$ cat config.mk
export PLATFORM = sky130hd
export DESIGN_NAME = page_window_address_mapper
export DESIGN_NICKNAME = d
export VERILOG_FILES = /design/src/rtl/mapper_pkg.sv /design/src/rtl/address_expander.sv /design/src/rtl/page_window_address_mapper.sv
export VERILOG_INCLUDE_DIRS = /design/src /design/src/rtl
export SDC_FILE = /design/constraint.sdc
export NUM_CORES = 1
export LEC_CHECK = 0
export BUFFER_PORTS_ARGS = -buffer_cell sky130_fd_sc_hd__buf_2
export CORE_MARGIN = 2
export CORE_UTILIZATION = 49
export DETAILED_ROUTE_END_ITERATION = 16
export PLACE_DENSITY = 0.81
export SKIP_CTS_REPAIR_TIMING = 1
export SLEW_MARGIN = 25
export SYNTH_ARGS = -nofsm -noshare
export SYNTH_HDL_FRONTEND = slang
export SYNTH_SLANG_ARGS = --single-unit
$ cat constraint.sdc
create_clock -name clk -period 2.9 [get_ports clk]
set_input_delay 0.145 -clock clk [delete_from_list [all_inputs] [get_ports clk]]
set_output_delay 0.145 -clock clk [all_outputs]
set_load 0.1 [all_outputs]
$ cat src/rtl/mapper_params.svh
`ifndef MAPPER_PARAMS_SVH
`define MAPPER_PARAMS_SVH
// ==========================================
// register offsets
`define ZERO_PAGE_OFS    8'h11
`define VIS_CTRL_OFS     8'h13
`define PROG_PAGE_OFS    8'h15
`define RAM_PAGE_OFS     8'h16
`define DATA_PAGE_OFS    8'h17
// ==========================================
// reset values
`define ZERO_PAGE_RST    8'h00
`define PROG_PAGE_RST    8'hFE
`define RAM_PAGE_RST     8'hFD
`define DATA_PAGE_RST    8'hFE
// ==========================================
// visibility control fields
`define VIS_SCRATCH_BIT  7
`define VIS_DATA_ROW_BIT 5
`define VIS_PROG_ROW_BIT 4
`define VIS_WR_MASK      8'hB0
// ==========================================
// local windows, base and mask
`define DATA_WIN_BASE    16'h0800
`define DATA_FIX_BASE    16'h0C00
`define DATA_WIN_MASK    16'hFC00
`define RAM_WIN_BASE     16'h1000
`define RAM_FIX_LO_BASE  16'h2000
`define RAM_FIX_HI_BASE  16'h3000
`define RAM_WIN_MASK     16'hF000
`define PROG_LIN_BASE    16'h4000
`define PROG_WIN_BASE    16'h8000
`define PROG_FIX_BASE    16'hC000
`define PROG_WIN_MASK    16'hC000
// ==========================================
// fixed pages and global prefixes
`define PROG_FIX_PAGE    8'hFF
`define PROG_LIN_PAGE    8'hFD
`define RAM_FIX_LO_PAGE  8'hFE
`define RAM_FIX_HI_PAGE  8'hFF
`define DATA_FIX_PAGE    8'hFF
`define REG_SPACE_PAGE   8'h00
`define PROG_OFS_W       14
`define RAM_OFS_W        12
`define DATA_OFS_W       10
`define PROG_PREFIX      1'h1
`define RAM_PREFIX       3'h0
`define DATA_PREFIX      5'h04
`define REG_PREFIX       7'h00
`define RAM_TOP          32'h0010_0000
`define RAM_SIZE_DEFAULT 32'h0000_3000
`define PROG_ROW_BASE    23'h40_0000
`define PROG_ROW_MASK    23'h7F_C000
`endif

$ cat src/rtl/mapper_pkg.sv
package mapper_pkg;
  // ==========================================
  // carriers
  typedef struct packed {
    logic        valid;
    logic        debug;
    logic        direct;
    logic        global_inst;
    logic [15:0] addr;
  } local_access_t;

  typedef struct packed {
    logic        valid;
    logic        debug;
    logic [22:0] addr;
    logic        register_space;
    logic        unimplemented;
    logic        prog_row_hit;
  } global_access_t;

  typedef struct packed {
    logic scratch_ram_visible;
    logic data_info_row_visible;
    logic program_info_row_visible;
  } visibility_t;

  typedef struct packed {
    logic       wr;
    logic       rd;
    logic [7:0] addr;
    logic [7:0] wdata;
  } reg_access_t;

  // write-once state of the zero page index
  typedef enum logic {
    ZP_OPEN   = 1'b0,
    ZP_LOCKED = 1'b1
  } zero_page_lock_t;
endpackage

$ cat src/rtl/address_expander.sv
`timescale 1ns/1ps
`include "mapper_params.svh"
module address_expander
  import mapper_pkg::*;
(
  // local request and page indices
  input  local_access_t req,
  input  wire logic [7:0]  zero_page_bits,
  input  wire logic [7:0]  program_page_index,
  input  wire logic [7:0]  ram_page_index,
  input  wire logic [7:0]  data_flash_page_index,
  input  wire logic [6:0]  global_page_index,
  // expanded address
  output logic [22:0] global_addr,
  output logic        ram_access
);
  // ==========================================
  // window decode
  function automatic logic in_win(input logic [15:0] a, input logic [15:0] base, input logic [15:0] mask);
    return (a & mask) == base;
  endfunction

  // direct mode puts the zero page on the high byte
  logic [15:0] local_addr;
  assign local_addr = req.direct ? {zero_page_bits, req.addr[7:0]} : req.addr;

  logic data_paged, data_fixed, ram_paged, ram_lo, ram_hi;
  logic prog_lin, prog_paged, prog_fixed;
  assign data_paged = in_win(local_addr, `DATA_WIN_BASE, `DATA_WIN_MASK);
  assign data_fixed = in_win(local_addr, `DATA_FIX_BASE, `DATA_WIN_MASK);
  assign ram_paged  = in_win(local_addr, `RAM_WIN_BASE, `RAM_WIN_MASK);
  assign ram_lo     = in_win(local_addr, `RAM_FIX_LO_BASE, `RAM_WIN_MASK);
  assign ram_hi     = in_win(local_addr, `RAM_FIX_HI_BASE, `RAM_WIN_MASK);
  assign prog_lin   = in_win(local_addr, `PROG_LIN_BASE, `PROG_WIN_MASK);
  assign prog_paged = in_win(local_addr, `PROG_WIN_BASE, `PROG_WIN_MASK);
  assign prog_fixed = in_win(local_addr, `PROG_FIX_BASE, `PROG_WIN_MASK);

  // ==========================================
  // page selection, same for cpu and debug unit
  logic [7:0] prog_sel, ram_sel, data_sel;
  assign prog_sel = prog_paged ? program_page_index :
                    prog_fixed ? `PROG_FIX_PAGE : `PROG_LIN_PAGE;
  assign ram_sel  = ram_paged ? ram_page_index :
                    ram_lo ? `RAM_FIX_LO_PAGE : `RAM_FIX_HI_PAGE;
  assign data_sel = data_paged ? data_flash_page_index : `DATA_FIX_PAGE;

  logic [22:0] expanded;
  assign expanded = (prog_lin | prog_paged | prog_fixed) ?
                      {`PROG_PREFIX, prog_sel, local_addr[`PROG_OFS_W-1:0]} :
                    (ram_paged | ram_lo | ram_hi) ?
                      {`RAM_PREFIX, ram_sel, local_addr[`RAM_OFS_W-1:0]} :
                    (data_paged | data_fixed) ?
                      {`DATA_PREFIX, data_sel, local_addr[`DATA_OFS_W-1:0]} :
                      {`REG_PREFIX, local_addr};

  // global instructions bypass the windows entirely
  assign global_addr = req.global_inst ? {global_page_index, local_addr} : expanded;
  assign ram_access  = !req.global_inst && (ram_paged | ram_lo | ram_hi);
endmodule

$ cat src/rtl/page_window_address_mapper.sv
`timescale 1ns/1ps
`include "mapper_params.svh"
module page_window_address_mapper
  import mapper_pkg::*;
#(
  parameter int unsigned RAM_SIZE = `RAM_SIZE_DEFAULT
) (
  // clock and reset
  input  wire logic            clk,
  input  wire logic            reset_n,
  // mode from the rest of the controller
  input  wire logic            special_mode,
  // register port
  input  reg_access_t          reg_req,
  output logic [7:0]           reg_rdata,
  // call and return page write
  input  wire logic            call_page_wr,
  input  wire logic [7:0]      call_page_data,
  // global page index from its own register
  input  wire logic [6:0]      global_page_index,
  // local access from cpu or debug unit
  input  local_access_t        req,
  // translated access and map controls
  output global_access_t       rsp,
  output visibility_t          visibility,
  output logic [7:0]           zero_page_bits,
  output logic [7:0]           program_page_index,
  output logic [7:0]           ram_page_index,
  output logic [7:0]           data_flash_page_index
);
  // ==========================================
  // register decode
  function automatic logic hit(input logic [7:0] a, input logic [7:0] ofs);
    return a == ofs;
  endfunction

  logic wr_zero, wr_vis, wr_prog, wr_ram, wr_data;
  assign wr_zero = reg_req.wr && hit(reg_req.addr, `ZERO_PAGE_OFS);
  assign wr_vis  = reg_req.wr && hit(reg_req.addr, `VIS_CTRL_OFS);
  assign wr_prog = reg_req.wr && hit(reg_req.addr, `PROG_PAGE_OFS);
  assign wr_ram  = reg_req.wr && hit(reg_req.addr, `RAM_PAGE_OFS);
  assign wr_data = reg_req.wr && hit(reg_req.addr, `DATA_PAGE_OFS);

  // ==========================================
  // zero page write-once lock
  zero_page_lock_t lock_state;
  zero_page_lock_t next_lock_state;
  logic            zero_accept;

  // special mode keeps the register open, which debug tools rely on
  assign zero_accept = wr_zero && (special_mode || lock_state == ZP_OPEN);

  always_comb begin
    next_lock_state = lock_state;
    unique case (lock_state)
      ZP_OPEN:   next_lock_state = zero_accept ? ZP_LOCKED : ZP_OPEN;
      ZP_LOCKED: next_lock_state = ZP_LOCKED;
    endcase
  end

  // lock only clears on reset
  always_ff @(posedge clk or negedge reset_n) begin
    if (!reset_n) begin
      lock_state <= ZP_OPEN;
    end else begin
      lock_state <= next_lock_state;
    end
  end

  // ==========================================
  // page index registers
  logic [7:0] next_prog_page;

  // call or return wins over a bus write in the same cycle
  assign next_prog_page = call_page_wr ? call_page_data :
                          wr_prog ? reg_req.wdata : program_page_index;

  always_ff @(posedge clk or negedge reset_n) begin
    if (!reset_n) begin
      zero_page_bits <= `ZERO_PAGE_RST;
    end else if (zero_accept) begin
      zero_page_bits <= reg_req.wdata;
    end
  end

  always_ff @(posedge clk or negedge reset_n) begin
    if (!reset_n) begin
      program_page_index <= `PROG_PAGE_RST;
    end else begin
      program_page_index <= next_prog_page;
    end
  end

  always_ff @(posedge clk or negedge reset_n) begin
    if (!reset_n) begin
      ram_page_index <= `RAM_PAGE_RST;
    end else if (wr_ram) begin
      ram_page_index <= reg_req.wdata;
    end
  end

  always_ff @(posedge clk or negedge reset_n) begin
    if (!reset_n) begin
      data_flash_page_index <= `DATA_PAGE_RST;
    end else if (wr_data) begin
      data_flash_page_index <= reg_req.wdata;
    end
  end

  // ==========================================
  // visibility control, only implemented bits stored
  visibility_t next_visibility;
  assign next_visibility = '{
    scratch_ram_visible:      reg_req.wdata[`VIS_SCRATCH_BIT],
    data_info_row_visible:    reg_req.wdata[`VIS_DATA_ROW_BIT],
    program_info_row_visible: reg_req.wdata[`VIS_PROG_ROW_BIT]
  };

  always_ff @(posedge clk or negedge reset_n) begin
    if (!reset_n) begin
      visibility <= '0;
    end else if (wr_vis) begin
      visibility <= next_visibility;
    end
  end

  // ==========================================
  // read path
  logic [7:0] vis_byte;
  logic [7:0] read_value;

  // unimplemented bits stay zero on read
  assign vis_byte = ((8'(visibility.scratch_ram_visible) << `VIS_SCRATCH_BIT)
                  | (8'(visibility.data_info_row_visible) << `VIS_DATA_ROW_BIT)
                  | (8'(visibility.program_info_row_visible) << `VIS_PROG_ROW_BIT))
                  & `VIS_WR_MASK;

  // unmapped offsets read as zero
  assign read_value = hit(reg_req.addr, `ZERO_PAGE_OFS) ? zero_page_bits :
                      hit(reg_req.addr, `VIS_CTRL_OFS)  ? vis_byte :
                      hit(reg_req.addr, `PROG_PAGE_OFS) ? program_page_index :
                      hit(reg_req.addr, `RAM_PAGE_OFS)  ? ram_page_index :
                      hit(reg_req.addr, `DATA_PAGE_OFS) ? data_flash_page_index : 8'h00;

  always_ff @(posedge clk or negedge reset_n) begin
    if (!reset_n) begin
      reg_rdata <= 8'h00;
    end else if (reg_req.rd) begin
      reg_rdata <= read_value;
    end
  end

  // ==========================================
  // address translation
  logic [22:0] exp_addr;
  logic        ram_access;

  address_expander u_expander (
    .req                   (req),
    .zero_page_bits        (zero_page_bits),
    .program_page_index    (program_page_index),
    .ram_page_index        (ram_page_index),
    .data_flash_page_index (data_flash_page_index),
    .global_page_index     (global_page_index),
    .global_addr           (exp_addr),
    .ram_access            (ram_access)
  );

  // ram bottom depends on the ram fitted; register space aliases ram page zero
  localparam logic [22:0] RAM_LOW = 23'(`RAM_TOP - RAM_SIZE);

  logic           reg_alias;
  logic           below_ram;
  logic           row_hit;
  global_access_t next_rsp;
  assign reg_alias = ram_access && exp_addr[22:`RAM_OFS_W] == 11'(`REG_SPACE_PAGE);
  assign below_ram = ram_access && !reg_alias && exp_addr < RAM_LOW;
  assign row_hit   = visibility.program_info_row_visible
                  && (exp_addr & `PROG_ROW_MASK) == `PROG_ROW_BASE;
  assign next_rsp  = '{
    valid:          req.valid,
    debug:          req.debug,
    addr:           exp_addr,
    register_space: req.valid && reg_alias,
    unimplemented:  req.valid && below_ram,
    prog_row_hit:   req.valid && row_hit
  };

  // one register stage keeps every output on a flop
  always_ff @(posedge clk or negedge reset_n) begin
    if (!reset_n) begin
      rsp <= '0;
    end else begin
      rsp <= next_rsp;
    end
  end

  // ==========================================
  // checks
  logic first_cycle;
  always_ff @(posedge clk or negedge reset_n) begin
    if (!reset_n) begin
      first_cycle <= 1'b1;
    end else begin
      first_cycle <= 1'b0;
    end
  end
endmodule

* After elaboration in Yosys (flattened, before gate mapping)
Cells that the tools add are included.
Word-level totals: output and inout bits 71, logic and storage cells 76, register bits 72
Operators by class: multiplexer cells 19, magnitude comparators 1, bitwise gates (word level) 8, reductions and logical operators 19, eq/ne operators 14
Operators by type and width (number):
- $mux W8 | 10
- $mux W23 | 2
- $mux W21 | 2
- $eq A8 B5 Y1 const B | 5
- $lt A23 B20 Y1 const B | 1
- $mux W16 | 1
- $logic_and A1 B1 Y1 | 14
- $eq A6 B2 Y1 const B | 2
- $logic_not A11 Y1 | 1
- $eq A9 B9 Y1 const B | 1
- $eq A4 B2 Y1 const B | 2
- $or A8 B5 Y8 | 1
- $or A8 B6 Y8 | 1
- $or A1 B1 Y1 | 5
- $eq A2 B2 Y1 const B | 2
- $eq A4 B1 Y1 const B | 1
- $eq A2 B1 Y1 const B | 1
- $logic_not A1 Y1 | 2
- $mux W1 | 2
- $mux W2 | 1
- $pmux W1 S2 | 1
- $reduce_bool A2 Y1 | 1
- $logic_or A1 B1 Y1 | 1
- $not A1 Y1 | 1

* Logic depth before layout (Yosys ltp)
depth after elaboration 13, gate-level depth with buffers 9, mapped depth without buffers 6

* Modules after synthesis
A second synthesis with hierarchy kept.
Second synthesis, totals: cell total of the unflattened synthesis 293, area total of the unflattened synthesis 3557.2 um^2
Modules (own cells, without submodules):
- page_window_address_mapper | area an instance 2952.8 um^2, sequential area each 1828.0 um^2, times used 1, cells an instance 203
- address_expander | area an instance 604.3 um^2, sequential area each 0.0 um^2, times used 1, cells an instance 90

* Least setup slack after synthesis
No wires, ideal clock.
path kind flip-flop to flip-flop, from register zero_page_bits[6], to register rsp[1] (netlist bit), stages on the path, launching flop included 8, arrival 2.468 ns, path buffers 1, path slack 0.346 ns, library setup time 0.087 ns, clock period less this slack 2.554 ns, required time 2.813 ns, path through dfrtp_1 > or3b_1 > buf_2 > a2111o_1 > a32o_2 > o32ai_2 > nor4_1 > a211oi_2
RTL lines:
- start: declaration | RTL line page_window_address_mapper.sv:26 | output logic [7:0] zero_page_bits,
- start signal: assignment | RTL line page_window_address_mapper.sv:80 | zero_page_bits <= `ZERO_PAGE_RST;
- start signal: assignment | RTL line page_window_address_mapper.sv:82 | zero_page_bits <= reg_req.wdata;
- end signal: assignment | RTL line page_window_address_mapper.sv:194 | rsp <= next_rsp;
- end: declaration | RTL line page_window_address_mapper.sv:24 | output global_access_t rsp,

==> summary.txt <==
Finish
  • Antenna diodes: 0
  • Layout Nets: 490
  • Design area: 4537 sq um
  • Fin cells: 534
  • Area grow syn2layout: 30.06%
  • Share of layout cells above drive strength 1: 0.4863

Yosys
  • Synth Flop Type: dfrtp_1
  • FFs w/ async S/R, synth: 1.000
  • Post-Synth Adder-Cell Area: 0
  • Simple-Gate Fraction of Synth Area: 0.1094
  • Cell accounting for the most synthesized area: dfrtp_1
  • Synth Area in XOR/XNOR: 0
  • Synth Area in Compound Gates: 0.1582
  • Yosys warning total: 0
  • Number of flops mapped to enable cells by yosys: 0
  • Seq/Total Area, Yosys: 0.5240
  • Largest family of logic cells by synthesized area: multiplexers
  • Post-synth top area share: 0.3659
  • Distinct cell type count after synthesis: 55
  • Register bit total from synthesis: 72
  • Post-Syn Nets: 351
  • Most common cell in the netlist: dfrtp_1
  • Multiplexer area fraction after synthesis: 0.1808
  • Netlist Area Pre-Place: 3488 sq um
  • Post-synthesis cell count: 294
  • Top cells by count, synth: dfrtp_1 (51), mux2_2 (36), dfstp_2 (21), mux2i_1 (21), nand2_1 (17)
  • Mean post-synth cell area: 11.87 sq um
  • Synth area leaders: dfrtp_1 (37%), dfstp_2 (16%), mux2_2 (12%), mux2i_1 (6.0%), a21oi_1 (2.3%)

CTS
  • Num CTS Buffers: 9
  • Clock sinks: 72
  • H-tree levels: 3
  • Root Buffer: clkbuf_8
  • CTS tree: yes
  • Skew-Pair Late Insertion Delay: 0.35 ns
  • Clk slew on worst S/H paths: 0.08 ns
  • Clock tree buffer depth: 2

Timing
  • Slew Viols, Final: 0
  • Fmax: 435.3 MHz
  • Skew final: 0.007542 ns
  • Slew at the pin closest to its max-slew limit: 0.8626 ns
  • Hold Fails Final Rpt: 17
  • Setup violators final: 0
  • Slew margin rel.: 0.4250
  • Tmin final: 2.297 ns
  • Final period util: 0.7922
  • Worst Hold Slack: -0.01348 ns
  • RSZ-0062 raised after global routing: no
  • Sum Neg Setup Slack: 0 ns

Placement
  • Placed cells: 507
  • Gpl congestion: 0.8581
  • Dpl hpwl: 7151 um
  • I/O Buffers: 127
  • Placed inst area: 4197 sq um

Routing
  • WL/cell: 18.43 um
  • First-pass iteration count of the detailed router: 5
  • DRC Markers: 0
  • Post-DRT Antenna Nets: 0
  • 1st-iter DRT viols: 212
  • Total number of vias: 3041
  • Total wire length: 9842 um
  • Drt via density: 5.695

Power
  • VDD IR max: 411.3 uV
  • P_leak: 2.259 nW
  • PwrDens: 616.9 nW/um^2

Global routing
  • Largest net degree at the start of global routing: 73
  • Vias in the first global route: 2897
  • All-Layer GR Usage: 0.2523
  • Initial antenna violation count: 0
  • Total grt overflow: 0
  • First-pass GRT wire length: 14550 um

Floorplanning
  • Die Span Y: 88.38 um
  • Initial Util: 0.5106
  • Num rows: 30
  • Area of the core: 6832 sq um
  • IO Pins: 128
  • Die W: 88.38 um
  • Die area: 7810 sq um

Worst setup path
  • Critical Path Fanout Max: 9
  • CP Data Arrival Time: 2.57 ns
  • CP required: 3.17 ns
  • R2r setup slk: 0.60 ns
  • Critical path class: reg2reg
  • Kind of launch point of the worst setup path: register
  • Crit end category: register

Worst hold path
  • Hold WC Path Type: in2async

Run status
  • Failing checks: hold timing
  • Status: finished, violations left

Flow run
  • Max cap viols: 0
-- worst max-delay path, cell delays in order (launching register included) --
cell and delay (ns):
dfrtp_1 0.46, or3b_1 0.54, a21o_1 0.25, a211oi_1 0.35, or4_1 0.20, and4b_1 0.21, a211oi_2 0.22
-- stage by stage --
stage	setup WS [ns]	hold WS (ns)	util	total power, mW
after floorplan	0.3457	-0.1506	-	1.718
after global placement	0.5750	0.2530	0.6143	1.885
after detailed placement	0.5175	0.2543	0.6143	1.894
after CTS	0.6347	-0.1207	0.6480	2.799
after global routing	0.4066	0.01624	0.6641	2.890
final	0.6025	-0.01348	0.6641	2.799
-- state kept, by name, indices dropped and copies added, names as in the netlist --
register and cells:
rsp 28, zero_page_bits 8, data_flash_page_index 8, ram_page_index 8
reg_rdata 8, program_page_index 8, lock_state 1, visibility 3
-- cells by family (layout without fill, tap and decap cells) --
kind of cell           count (synthesis)  after routing
multiplexers                          58             58
buffers and inverters                 21            165
flip-flops                            72             72
AO/OA/AOI/OAI                         76             76
AND/OR/NAND/NOR                       67             67
-- area by class of cell --
type / count / area [sq um]
fillers: 560 / 2295
flip-flops and latches: 72 / 1828
multi-input cells: 201 / 1564
repair buffers: 140 / 760.7
clock buffers: 10 / 137.6
well taps: 96 / 120.1
clock inverters: 6 / 92.59
inverters: 9 / 33.78
-- routing by layer --
layer	wire [um]	vias up	global-route usage
met1	4113	1466	0.3382
met5	0	-	0
li1	-	1383	-
met2	4747	171	0.4019
met3	792	21	0.04664
met4	189	0	0.1129
-- final timing paths --
| check | start | to | depth (start not counted) |
|---|---|---|---|
| setup / recovery | zero_page_bits[6]$_DFFE_PN0P_ | rsp[1]$_DFF_PN0_ | 6 |
| hold / removal | reset_n | rsp[18]$_DFF_PN0_ | 2 |
| setup reg to reg | zero_page_bits[6]$_DFFE_PN0P_ | rsp[1]$_DFF_PN0_ | 6 |
| hold reg to reg | lock_state$_DFF_PN0_ | lock_state$_DFF_PN0_ | 1 |
| max in group asynchronous | reset_n | visibility[0]$_DFFE_PN0P_ | 2 |
| min in group clk | call_page_data[4] | program_page_index[4]$_DFFE_PN1P_ | 3 |
-- cells in the final DEF, fill, tap and decap left out, types with 5 or more instances in the layout --
cell type / n
a211oi_1: 6
a21oi_1: 16
buf_2: 127
clkbuf_8: 10
dfrtp_1: 51
dfstp_2: 21
dlygate4sd3_1: 11
inv_1: 9
mux2_2: 36
mux2i_1: 21
nand2_1: 17
nand2b_1: 5
nand3_1: 5
nor2_1: 12
o21ai_0: 14
o22ai_1: 5
-- power breakdown --
group / switching, mW / internal [mW]
registers: 0.0553 / 1.08
clock network: 0.397 / 0.510
logic: 0.602 / 0.156
total: 1.05 / 1.74
Power figures use the tool's default switching activity.
